## src/pwm_pdm_defines.svh

```systemverilog
`ifndef PWM_PDM_DEFINES_SVH
`define PWM_PDM_DEFINES_SVH

// reference clock and derived timing
`define CLK_HZ 40000000
`define FRAME_HZ 120
`define MEAS_PER_SEC 2
`define SLOT_LOG2 12
`define SLOTS_PER_FRAME 4096
// longest slot that still keeps the frame at or above the base rate, rounded down
`define SLOT_CYCLES ((`CLK_HZ) / ((`FRAME_HZ) * (`SLOTS_PER_FRAME)))
`define MEAS_CYCLES ((`CLK_HZ) / (`MEAS_PER_SEC))

// output format selection codes
`define FMT_PWM 2'h1
`define FMT_PDM 2'h2

// result field positions in the 16-bit raw word
`define RAW_MSB 15
`define RH_BITS 10
`define T_BITS 12
`define RH_LSB 6
`define T_LSB 4

`endif

```

## src/pwm_pdm_pkg.sv

```systemverilog
package pwm_pdm_pkg;

   typedef enum logic [1:0] {
      OUT_OFF,
      OUT_PWM,
      OUT_PDM
   } out_mode_e;

   typedef struct packed {
      logic [15:0] humRaw;
      logic [15:0] tempRaw;
   } meas_s;

   typedef struct packed {
      logic [9:0] humCode;
      logic [11:0] tempCode;
   } result_s;

endpackage

```

## src/pwm_pdm_sensor_output.sv

```systemverilog
`include "pwm_pdm_defines.svh"

module pwm_pdm_sensor_output
   import pwm_pdm_pkg::*;
#(
   parameter int MEAS_CYCLES = `MEAS_CYCLES,
   parameter int SLOT_CYCLES = `SLOT_CYCLES
) (
   // clock and reset
   input wire logic ref_clk,
   input wire logic rst_b,
   // pins from outside
   input wire logic [1:0] fmtSelPin,
   input wire logic sclPin,
   // measurement core
   output logic measStart,
   input wire meas_s measResult,
   input wire logic measValid,
   // data pin
   output logic sdaOut,
   output logic sdaOe
);

   localparam int SW = `SLOT_LOG2;

   // reset release and pin synchronisers
   logic rstMeta_q, rstSync_q;
   logic [1:0] fmtMeta_q, fmtSync_q;
   logic sclMeta_q, sclSync_q;

   always_ff @(posedge ref_clk or negedge rst_b) begin
      if (!rst_b) begin
         rstMeta_q <= 1'b0;
         rstSync_q <= 1'b0;
      end else begin
         rstMeta_q <= 1'b1;
         rstSync_q <= rstMeta_q;
      end
   end

   always_ff @(posedge ref_clk or negedge rstSync_q) begin
      if (!rstSync_q) begin
         fmtMeta_q <= 2'h0;
         fmtSync_q <= 2'h0;
         sclMeta_q <= 1'b0;
         sclSync_q <= 1'b0;
      end else begin
         fmtMeta_q <= fmtSelPin;
         fmtSync_q <= fmtMeta_q;
         sclMeta_q <= sclPin;
         sclSync_q <= sclMeta_q;
      end
   end

   // mode decode; analogue and unused codes leave the pin released
   out_mode_e mode;
   assign mode = (fmtSync_q == `FMT_PWM) ? OUT_PWM :
                 (fmtSync_q == `FMT_PDM) ? OUT_PDM : OUT_OFF;
   wire standAlone = (mode != OUT_OFF);

   // measurement pacing
   logic [31:0] measCnt_q, measCnt_d;
   logic measStart_q, measStart_d;
   assign measCnt_d = !standAlone ? 32'h0 :
                      (measCnt_q == 32'(MEAS_CYCLES - 1)) ? 32'h0 : measCnt_q + 32'h1;
   assign measStart_d = standAlone && (measCnt_q == 32'h0);

   always_ff @(posedge ref_clk or negedge rstSync_q) begin
      if (!rstSync_q) begin
         measCnt_q <= 32'h0;
         measStart_q <= 1'b0;
      end else begin
         measCnt_q <= measCnt_d;
         measStart_q <= measStart_d;
      end
   end

   // latest result, truncated to output resolution; status bits fall below the cut
   result_s res_q;
   always_ff @(posedge ref_clk or negedge rstSync_q) begin
      if (!rstSync_q) begin
         res_q <= '0;
      end else if (measValid) begin
         res_q.humCode <= measResult.humRaw[`RAW_MSB:`RH_LSB];
         res_q.tempCode <= measResult.tempRaw[`RAW_MSB:`T_LSB];
      end
   end

   // frame timing: 4096 slots of SLOT_CYCLES each, about 120 Hz
   logic [15:0] slotDiv_q;
   logic [SW-1:0] slotCnt_q;
   wire tickEn = (slotDiv_q == 16'(SLOT_CYCLES - 1));
   wire frameEnd = tickEn && (slotCnt_q == {SW{1'b1}});
   wire [15:0] slotDiv_d = tickEn ? 16'h0 : slotDiv_q + 16'h1;
   wire [SW-1:0] slotCnt_d = tickEn ? slotCnt_q + 1'b1 : slotCnt_q;

   always_ff @(posedge ref_clk or negedge rstSync_q) begin
      if (!rstSync_q) begin
         slotDiv_q <= 16'h0;
         slotCnt_q <= '0;
      end else begin
         slotDiv_q <= slotDiv_d;
         slotCnt_q <= slotCnt_d;
      end
   end

   // output code, humidity scaled to 12 bits so both share one full scale
   logic [SW-1:0] duty_q;
   wire [SW-1:0] humScaled = {res_q.humCode, 2'h0};
   wire [SW-1:0] nextDuty = sclSync_q ? humScaled : res_q.tempCode;

   always_ff @(posedge ref_clk or negedge rstSync_q) begin
      if (!rstSync_q) begin
         duty_q <= '0;
      end else if (frameEnd) begin
         duty_q <= nextDuty;
      end
   end

   // pulse-density modulator on the full clock rate for low ripple after filtering
   logic pdmPulse;
   pdm_accumulator #(.W(SW)) u_pdm_accumulator (
      .clk(ref_clk),
      .rstSync_b(rstSync_q),
      .enable(mode == OUT_PDM),
      .increment(duty_q),
      .pulse(pdmPulse)
   );

   // data pin: compare yields high time = duty/4096 of the frame
   // the frame's first slot is launched in the boundary cycle, so it must see the incoming code
   wire pwmBit = frameEnd ? (nextDuty != '0) : (slotCnt_d < duty_q);
   logic sdaOut_q, sdaOe_q;
   wire sdaOut_d = (mode == OUT_PWM) ? pwmBit :
                   (mode == OUT_PDM) ? pdmPulse : 1'b0;

   always_ff @(posedge ref_clk or negedge rstSync_q) begin
      if (!rstSync_q) begin
         sdaOut_q <= 1'b0;
         sdaOe_q <= 1'b0;
      end else begin
         sdaOut_q <= sdaOut_d;
         sdaOe_q <= standAlone;
      end
   end

   assign measStart = measStart_q;
   assign sdaOut = sdaOut_q;
   assign sdaOe = sdaOe_q;

   property p_hum_load;
      @(posedge ref_clk) disable iff (!rstSync_q)
      frameEnd && sclSync_q |=> duty_q == {$past(res_q.humCode), 2'h0};
   endproperty
   a_hum_load: assert property (p_hum_load) else $error("humidity code not loaded");

   property p_temp_load;
      @(posedge ref_clk) disable iff (!rstSync_q)
      frameEnd && !sclSync_q |=> duty_q == $past(res_q.tempCode);
   endproperty
   a_temp_load: assert property (p_temp_load) else $error("temperature code not loaded");

   property p_code_hold;
      @(posedge ref_clk) disable iff (!rstSync_q)
      !frameEnd |=> $stable(duty_q);
   endproperty
   a_code_hold: assert property (p_code_hold) else $error("code changed inside frame");

   property p_result_latch;
      @(posedge ref_clk) disable iff (!rstSync_q)
      measValid |=> res_q.humCode == $past(measResult.humRaw[15:6])
                    && res_q.tempCode == $past(measResult.tempRaw[15:4]);
   endproperty
   a_result_latch: assert property (p_result_latch) else $error("result not captured");

   property p_meas_gap;
      @(posedge ref_clk) disable iff (!rstSync_q)
      measStart_q |=> !measStart_q [*8];
   endproperty
   a_meas_gap: assert property (p_meas_gap) else $error("measurement starts too close");

   property p_pwm_fall;
      @(posedge ref_clk) disable iff (!rstSync_q)
      mode == OUT_PWM && tickEn && slotCnt_d == duty_q && !frameEnd |=> !sdaOut_q;
   endproperty
   a_pwm_fall: assert property (p_pwm_fall) else $error("pwm high past duty");

   property p_pwm_rise;
      @(posedge ref_clk) disable iff (!rstSync_q)
      mode == OUT_PWM && frameEnd && nextDuty != '0 |=> sdaOut_q;
   endproperty
   a_pwm_rise: assert property (p_pwm_rise) else $error("pwm frame did not start high");

   property p_pdm_drive;
      @(posedge ref_clk) disable iff (!rstSync_q)
      mode == OUT_PDM |=> sdaOe_q && sdaOut_q == $past(pdmPulse);
   endproperty
   a_pdm_drive: assert property (p_pdm_drive) else $error("pdm stream not on data pin");

   property p_off_release;
      @(posedge ref_clk) disable iff (!rstSync_q)
      !standAlone |=> !sdaOe_q && !measStart_q;
   endproperty
   a_off_release: assert property (p_off_release) else $error("active outside stand-alone");

endmodule // pwm_pdm_sensor_output

```

## src/pdm_accumulator.sv

```systemverilog
`include "pwm_pdm_defines.svh"

module pdm_accumulator
   import pwm_pdm_pkg::*;
#(
   parameter int W = 12
) (
   // clock and synchronised reset
   input wire logic clk,
   input wire logic rstSync_b,
   // modulator
   input wire logic enable,
   input wire logic [W-1:0] increment,
   output logic pulse
);

   logic [W-1:0] acc_q;
   logic pulse_q;
   wire [W:0] sum = {1'b0, acc_q} + {1'b0, increment};

   always_ff @(posedge clk or negedge rstSync_b) begin
      if (!rstSync_b) begin
         acc_q <= '0;
         pulse_q <= 1'b0;
      end else if (enable) begin
         acc_q <= sum[W-1:0];
         pulse_q <= sum[W];
      end else begin
         pulse_q <= 1'b0;
      end
   end

   assign pulse = pulse_q;

   property p_zero_silent;
      @(posedge clk) disable iff (!rstSync_b)
      (enable && increment == '0) [*2] |=> !pulse_q;
   endproperty
   a_zero_silent: assert property (p_zero_silent) else $error("pdm pulse with zero code");

   // half scale must toggle every cycle once settled
   property p_half_toggle;
      @(posedge clk) disable iff (!rstSync_b)
      (enable && increment == {1'b1, {(W-1){1'b0}}}) [*3] |=> (pulse_q != $past(pulse_q));
   endproperty
   a_half_toggle: assert property (p_half_toggle) else $error("pdm half scale not alternating");

endmodule // pdm_accumulator

```

## config.mk

```make
export PLATFORM = sky130hd
export DESIGN_NAME = pwm_pdm_sensor_output
export DESIGN_NICKNAME = d
export VERILOG_FILES = /design/src/pwm_pdm_pkg.sv /design/src/pwm_pdm_sensor_output.sv /design/src/pdm_accumulator.sv
export VERILOG_INCLUDE_DIRS = /design/src
export SDC_FILE = /design/constraint.sdc
export NUM_CORES = 1
export LEC_CHECK = 0
export BUFFER_PORTS_ARGS = -buffer_cell sky130_fd_sc_hd__buf_2
export CORE_UTILIZATION = 49
export CTS_CLUSTER_SIZE = 25
export DETAILED_ROUTE_END_ITERATION = 16
export PLACE_DENSITY = 0.66
export SLEW_MARGIN = 25
export SYNTH_ARGS = -nofsm -noshare
export SYNTH_HDL_FRONTEND = slang
export SYNTH_SLANG_ARGS = --single-unit
```

## constraint.sdc

```tcl
create_clock -name ref_clk -period 4.54 [get_ports ref_clk]
set_input_delay 0.908 -clock ref_clk [delete_from_list [all_inputs] [get_ports ref_clk]]
set_output_delay 0.908 -clock ref_clk [all_outputs]
set_load 0.05 [all_outputs]
```

* Yosys cells after proc, flatten, opt, wreduce, memory -nomap -nowiden
Index checks and enable logic that the tools add are counted. Widths: inputs -> output; s select.
Storage, ports and cells: output and inout bits 3, input port bits 38, register bits 118
Operators by class: $lt $le $gt $ge 1, multiplexer cells 11, $add $sub $neg 4, reductions and logical operators 5, equality and inequality tests 7
Operators by type and width (count):
- $mux 32 | 2
- $add 32x1->32 const B | 1
- $eq 32x25->1 const B | 1
- $logic_not 32->1 | 1
- $mux 12 | 2
- $add 16x1->16 const B | 1
- $eq 16x7->1 const B | 1
- $mux 16 | 1
- $add 12x12->13 | 1
- $add 12x1->12 const B | 1
- $eq 12x12->1 const B | 1
- $lt 12x12->1 | 1
- $reduce_bool 12->1 | 1
- $eq 2x1->1 const B | 2
- $eq 2x2->1 const B | 2
- $mux 1 | 4
- $mux 2 | 2
- $logic_and 1x1->1 | 2
- $reduce_bool 2->1 | 1

* Depth between registers and ports, before layout
Gate-level depths: netlist of run 1.
depth in word-level cells 6, depth in mapped cells 15, mapped depth without buffers 14

* By module
From an unflattened synthesis of run 1, not the netlist that was laid out.
Unflattened totals: cell total of the unflattened synthesis 557, area, all modules 6093.3 um^2
By module, submodules not included:
- pwm_pdm_sensor_output | area an instance 5008.6 um^2, cells an instance 453, times used 1, sequential area each 2627.5 um^2
- pdm_accumulator | area an instance 1084.8 um^2, cells an instance 104, times used 1, sequential area each 325.3 um^2

* Worst setup path before layout of run 1
No wires, ideal clock.
path kind flip-flop to flip-flop, start point register slotDiv_q[0], end point register sdaOut_q (netlist: sdaOut), path buffers 1, data required time 4.453 ns, setup time 0.087 ns, cell stages (with the launch flop) 14, slack 1.848 ns, data arrival time 2.605 ns, cell sequence dfrtp_1 > inv_1 > ha_1 > and4b_1 > and4_1 > buf_2 > mux2_2 > ha_1 > nand2_1 > nand3b_1 > or4b_1 > o2111ai_1 > nand4_1 > o211ai_1
On the way: longest elaborated chain between the ends 5, elaborated cells on any way between the ends 6
RTL lines:
- start: declaration | line pwm_pdm_sensor_output.sv:90 | logic [15:0] slotDiv_q;
- start signal: assignment | line pwm_pdm_sensor_output.sv:102 | slotDiv_q <= slotDiv_d;
- $eq 16x7->1 | line pwm_pdm_sensor_output.sv:92 | wire tickEn = (slotDiv_q == 16'(SLOT_CYCLES - 1));
- $mux 12 | line pwm_pdm_sensor_output.sv:95 | wire [SW-1:0] slotCnt_d = tickEn ? slotCnt_q + 1'b1 : slotCnt_q;
- named net slotCnt_d[1] | line pwm_pdm_sensor_output.sv:95
- $lt 12x12->1 | line pwm_pdm_sensor_output.sv:132 | wire pwmBit = frameEnd ? (nextDuty != '0) : (slotCnt_d < duty_q);
- $mux 1 | line pwm_pdm_sensor_output.sv:132
- $mux 1 | line pwm_pdm_sensor_output.sv:134 | wire sdaOut_d = (mode == OUT_PWM) ? pwmBit :
- named net sdaOut_d | line pwm_pdm_sensor_output.sv:134
- end signal: assignment | line pwm_pdm_sensor_output.sv:142 | sdaOut_q <= sdaOut_d;
- end: declaration | line pwm_pdm_sensor_output.sv:133 | logic sdaOut_q, sdaOe_q;
The timed path passes the listed nets, and every way through them passes these cells. A chain may end at the register's enable or synchronous reset.

* Worst setup path after layout of run 1
Ends and elaborated chain as after synthesis.

==> results of run 1 <==
-- final timing paths --
| kind | start | to | slack [ps] | cells after the start |
|---|---|---|---|---|
| max reg2reg | slotDiv_q[0] | sdaOut | 1220 | 13 |
| max | slotDiv_q[0] | sdaOut | 1220 | 13 |
| min | rst_b | rstSync_q | 260 | 1 |
| min reg2reg | rstSync_q | fmtSync_q[0] | 290 | 0 |
| max in group asynchronous | rstSync_q | slotCnt_q[5] | 3400 | 1 |
| min in group ref_clk | sclMeta_q | sclSync_q | 350 | 0 |
-- Yosys cell counts, drive strengths merged (3+ instances only) --
cell     count
inv         25
o21ai       17
buf         10
o2111ai      4
and4         6
ha          30
nor4b        3
nand2b       4
mux2        31
dfrtp      118
and3        12
xnor2       34
or3          6
o21a         8
nor2b        5
nand3       31
nand4       16
mux2i       11
nand2       39
clkbuf       4
xor2        26
a21oi       10
nor3         7
and2         4
nor4        15
nor2        53
-- through the flow --
| stage | cells | hold WS [ps] | utilization (%) | instance area [um2] |
|---|---|---|---|---|
| after global routing | 743 | 253 | 59.0 | 6880 |
| after CTS | 742 | 250 | 58.7 | 6850 |
| after floorplan | 549 | 331 | - | 5970 |
| after detailed placement | 710 | 336 | 53.6 | 6250 |
| final | 743 | 264 | 59.0 | 6880 |
| after global placement | 710 | 332 | 53.6 | 6250 |
-- area by class of cell --
type	instances	area [um2]	share of cell area, %
repair buffers	33	193	2.80
clock buffers	20	447	6.50
well taps	143	179	2.60
inverters	25	93.8	1.36
multi-input cells	392	2850	41.5
clock inverters	12	154	2.24
flip-flops and latches	118	2960	43.0
-- cells by family after synthesis --
logic type | Yosys count
XOR/XNOR | 60
other | 1
AND/OR/NAND/NOR | 207
buffers and inverters | 39
flip-flops | 118
adder cells (fa/ha/maj) | 31
AO/OA/AOI/OAI | 51
multiplexers | 42
-- power by group through the flow --
stage	Sequential, mW	Clock [mW]	Combinational, mW
after global placement	1.23	0	0.541
after CTS	1.21	1.37	0.575
after detailed placement	1.23	0	0.569
final	1.21	1.35	0.583
after global routing	1.22	1.42	0.658
after floorplan	1.22	0	0.452
-- metal layers --
layer / global-route usage [%] / routed length [um] / vias to the layer above
met2: 33.7 / 5800 / 68
met3: 6.10 / 380 / 14
met1: 27.9 / 5560 / 2051
met5: 0 / 0 / -
li1: - / - / 2002
met4: 7.47 / 197 / 0
-- registers in the layout, summed over array words and instances, names as in the netlist --
| register | count |
|---|---|
| measCnt_q | 32 |
| slotDiv_q | 16 |
| duty_q | 12 |
| res_q | 12 |
| slotCnt_q | 12 |
| u_pdm_accumulator.acc_q | 12 |
| humScaled | 10 |
| fmtMeta_q | 2 |
| fmtSync_q | 2 |
| measStart | 1 |
| rstMeta_q | 1 |
| rstSync_q | 1 |
| sclMeta_q | 1 |
| sclSync_q | 1 |
| sdaOe | 1 |
| sdaOut | 1 |
| u_pdm_accumulator.pulse | 1 |
-- worst max-delay path, delay by kind of cell (launching register included) --
family | cells | cell delay [ps]
simple gates | 7 | 1800
xor+xnor | 1 | 240
fa+ha+maj | 2 | 410
buf+inv | 1 | 80
compound gates | 2 | 250
flops | 1 | 430
==> flow_summary.yaml, run 1 <==
die:
  rows: 39
  die_height_um: 112
  start_util_pct: 51.2
  die_w_um: 112
  fp.coreArea_um2: 11700
  dieArea_um2: 12600
  io-pin-count: 41
critical_path:
  critPathMaxStageDelay_ps: 520
  critPathCaptureType: "flip-flop"
  cp.arrival_ps: 3640
  crit_path_max_fanout: 14
  cp_slowest_cell: "or4b_1"
  cp-start-kind: "flip-flop"
  crit_required_ps: 4860
  path_class: "reg2reg"
  crit_chain: "inv_1 -> ha_1 -> and4b_1 -> and4_1 -> and2_1 -> xor2_1 -> ha_1 -> nand2_1 -> nand3b_1 -> or4b_1 -> o2111ai_1 -> nand4_1 -> o211ai_1"
  crit_top_cell: "ha_1"
logic_synthesis:
  syn_inst: 549
  synthArstFlopShare_pct: 100
  synth_nets: 618
  synth_area_um2: 5970
  synth-compound-area-share_pct: 5.66
  yosys_warnings: 0
  yosysTopAreaCellShare_pct: 49.4
  synth.avg_cell_area_um2: 10.9
  ys_seq_area_share_pct: 49.4
  synth_ff_type: "dfrtp_1"
  synth-simple-area-share_pct: 18.9
  synthMuxAreaShare_pct: 7.69
  yosysUniqueCellTypes: 55
  synth_xor_area_share_pct: 8.80
  synth-adder-area-share_pct: 6.62
  synth_edf_count: 0
  synth_largest_area_cell: "dfrtp_1"
  synth-seq-cells: 118
  synth_top_family_by_area: "simple AND/OR/NAND/NOR gates"
  netlist_top_cells_area: "dfrtp_1 49%, ha_1 6.3%, mux2_2 5.8%"
place:
  port_buffers: 30
  place_ws_ps: 1250
  dpl.hpwl_mm: 8.13
  gp_congestion: 0.791
route:
  vias_per_cell: 5.57
  drt-wirelength-per-cell_um: 16.1
  ant_nets: 0
  drt_iter0_drc: 257
  drcViolationCount: 0
  vias: 4135
  drt-total-wl_mm: 11.9
  drt_pass1_iterations: 4
final_layout:
  fillCellCount: 981
  layout-drive-gt1-share_pct: 18.3
  syn_to_final_growth_pct: 15.1
  final_common_cell: "dfrtp_1"
  insertedDiodeCount: 0
  mostFrequentLayoutCells: "117 x dfrtp_1, 53 x nor2_1, 39 x nand2_1, 34 x xnor2_1, 31 x mux2_2"
  layout.nets: 656
clocking:
  cts.path.max_buffers: 2
  cts_setup_buffers: 0
  ctsHoldBuffers: 0
  clk_pin_slew_ps: 50
  ctsResizeCount: 0
  numCtsBuffers: 17
  htree_num_levels: 4
  clock-sinks: 118
  cts-root-buf: "clkbuf_16"
  tritoncts: "done"
  clock_latency_ps: 420
global_routing:
  antenna_found_initial: 0
  grt_use_total_pct: 21.2
  grt_max_degree: 82
  grt_overflow_total: 0
  grt_pass1_wl_mm: 20.7
  first_global_vias: 4274
power:
  p_seq_share_pct: 38.4
  clock_power_share_pct: 43.0
  swShare_pct: 26.8
  intPower_mw: 2.30
  ir_drop_mv: 0.298
  power_mw: 3.14
  p_leak_nw: 3.20
  p_per_area_nw_per_um2: 456
  power.switching_mw: 0.842
  comb_power_share_pct: 18.6
sta:
  max_slew.worst_pin.slew_ps: 771
  hold_viol_final: 0
  max-slew-margin-rel_pct: 48.6
  slew_viol_final: 0
  tns_ps: 0
  setup_violations: 0
  rsz0062_at_grt: "false"
  clock_skew_ps: 9.14
  worst_slack_ps: 1220
  finalWorstPathRequiredPeriod_ps: 3320
  clock.fmax_mhz: 301
  post-route-period-util_pct: 73.1
hold_path:
  worstHoldPathType: "in2async"
run_status:
  outcome: "finished, final reports clean"
job:
  cap_viol_max_count: 0
No activity file was read; power rests on OpenSTA's default activity.
==> run 2, diff against run 1 <==
- ABC_AREA: unset -> 1
- PLACE_DENSITY: 0.66 -> 0.68
- clock period: 4.54 -> 2.9 ns (I/O delays scaled with it)
==> flow_summary.yaml, run 2 <==
global_routing:
  antenna_found_initial: 0
  grt_use_total_pct: 23.1
  grt_max_degree: 64
  grt_pass1_wl_mm: 23.3
  first_global_vias: 4945
  grt_overflow_total: 0
place:
  port_buffers: 30
  gp_congestion: 0.902
  dp_cells: 934
  dpl.hpwl_mm: 10.0
  place_ws_ps: -41.5
critical_path:
  path_buf_inv: 2
  crit_chain: "inv_1 -> ha_2 -> nand2_2 -> nor2_4 -> nand2_2 -> nor3_4 -> nand3_4 -> nor2_4 -> nand3_2 -> xnor2_2 -> ha_1 -> a21oi_2 -> o21ai_1 -> a21oi_2 -> nand2_1 -> inv_1 -> nand2_1 -> a21oi_1"
  path_delay_family: "simple AND/OR/NAND/NOR gates"
  cp.arrival_ps: 3100
  path_class: "reg2reg"
  cp_slowest_cell: "dfrtp_1"
  crit_required_ps: 3240
  critPathMaxStageDelay_ps: 390
  crit_path_max_fanout: 3
  critPathCaptureType: "flip-flop"
  cp-start-kind: "flip-flop"
route:
  drt_iter0_drc: 259
  drt-total-wl_mm: 13.7
  vias: 4920
  drcViolationCount: 0
  drt-wirelength-per-cell_um: 14.1
  drt_pass1_iterations: 5
  vias_per_cell: 5.07
  ant_nets: 0
hold_path:
  worstHoldPathType: "reg2async"
sta:
  finalWorstPathRequiredPeriod_ps: 2760
  max-slew-margin-rel_pct: 56.3
  worst_slack_ps: 135
  slew_viol_final: 0
  setup_violations: 0
  clock.fmax_mhz: 362
  max_slew.worst_pin.slew_ps: 649
  clock_skew_ps: 8.63
  post-route-period-util_pct: 95.3
  hold_viol_final: 0
  rsz0062_at_grt: "true"
  whs_ps: 213
final_layout:
  max_flop_register: "measCnt_q"
  layout-drive-gt1-share_pct: 16.5
  insertedDiodeCount: 0
  fin_cells: 971
  fillCellCount: 1099
  mostFrequentLayoutCells: "147 x nand2_1, 117 x dfrtp_1, 94 x inv_1, 68 x nor2_1, 43 x o21ai_0"
  final_common_cell: "nand2_1"
  largestRegisters: "measCnt_q (32), slotDiv_q (16)"
  syn_to_final_growth_pct: 17.3
  layout.nets: 856
  largest_reg_flops: 32
logic_synthesis:
  synth_ff_type: "dfrtp_1"
  yosysTopAreaCellShare_pct: 46.9
  netlist_top_cells_area: "dfrtp_1 47%, nand2_1 8.9%, ha_1 6.0%"
  synth_common_cells: "149 x nand2_1, 118 x dfrtp_1, 96 x inv_1"
  synth_edf_count: 0
  synth-seq-cells: 118
  syn_inst: 738
  synth_area_um2: 6290
  ys_seq_area_share_pct: 46.9
  synthArstFlopShare_pct: 100
  synth_largest_area_cell: "dfrtp_1"
  yosysUniqueCellTypes: 40
  synth.avg_cell_area_um2: 8.53
  yosys_warnings: 0
  yosys.cell_count.top_type: "nand2_1"
  synth_nets: 807
power:
  p_leak_nw: 3.66
  p_per_area_nw_per_um2: 631
  ir_drop_mv: 0.572
  power_mw: 4.66
die:
  fp.coreArea_um2: 12600
  die_w_um: 115
  io-pin-count: 41
  start_util_pct: 50.1
  dieArea_um2: 13300
  rows: 41
  die_height_um: 115
job:
  cap_viol_max_count: 0
clocking:
  numCtsBuffers: 17
  clk_pin_slew_ps: 50
  tritoncts: "done"
  htree_num_levels: 4
  cts-root-buf: "clkbuf_16"
  clock-sinks: 118
  cts.path.max_buffers: 2
  clock_latency_ps: 410
run_status:
  outcome: "finished, final reports clean"
run 2: changes by cell type after synthesis, moves of 8 or more:
cell,change
and3_1,-11
a21oi_1,+13
nor2_1,+19
clkbuf_1,+8
nor3_1,+26
o21ai_0,+35
xnor2_1,-18
inv_1,+71
mux2_2,-20
nand2_1,+110
nand3_1,-9
mux2i_1,-11
run 2: report_power, final:
part           total [mW]  internal (mW)  switching, mW
registers            1.85           1.77         0.0786
clock network        1.99           1.24          0.746
logic               0.825          0.342          0.483
run 2: cell families after synthesis:
logic type / synth area share (%)
xor+xnor: 6.54
mux: 1.97
other cells: 0.0596
fa+ha+maj: 6.28
simple gates: 24.1
buf+inv: 6.72
compound gates: 7.44
flops: 46.9
run 2: area by class of cell:
cell class                 count  area (um2)  area share (%)
multi-input combinational    508        3010            40.8
tap                          172         215            2.91
inverter                      99         372            5.03
sequential                   118        2960            40.0
clock buffer                  20         467            6.32
clock inverter                11         100            1.36
timing repair buffer          43         263            3.56
run 2: timing repair:
action / in CTS / in global routing
cloned: 0 / 0
resized for setup: 2 / 22
pin swaps: 0 / 14
buffers inserted: 0 / 5
hold endpoints to repair: 2 / 0
endpoints found under the setup margin: 1 / 1
hold buffers: 1 / 0
run 2: path summary, 6_finish.rpt:
kind | from | end | slack [ps] | cells past startpoint
setup / recovery | slotDiv_q[1] | sdaOut | 140 | 18
hold / removal | rstSync_q | slotDiv_q[3] | 210 | 0
setup reg to reg | slotDiv_q[1] | sdaOut | 140 | 18
hold reg to reg | rstSync_q | slotDiv_q[3] | 210 | 0
max in group asynchronous | rstSync_q | measCnt_q[19] | 1950 | 1
min in group ref_clk | sclPin | sclMeta_q | 270 | 1
run 2: per-stage QoR:
stage / utilization (%) / setup TNS [ps] / instance area [um2]
after global placement: 53.1 / 0 / 6680
after CTS: 57.8 / 0 / 7260
after global routing: 58.7 / -93.1 / 7380
after detailed placement: 53.1 / -41.5 / 6680
final: 58.7 / 0 / 7380
after floorplan: - / 0 / 6290
run 2: metal layers:
layer	share of wire [%]	GRT usage, %
met3	3.3	6.11
met2	46	36.7
met5	0	0
met1	49	30.6
met4	2.0	7.97
run 2: worst register-to-register path, delay by kind of cell (launching register included):
kind | cells | cell delay, ps
AND/OR/NAND/NOR | 9 | 1010
adder cells (fa/ha/maj) | 2 | 530
AO/OA/AOI/OAI | 4 | 470
XOR/XNOR | 1 | 170
buffers and inverters | 2 | 130
flip-flops | 1 | 390
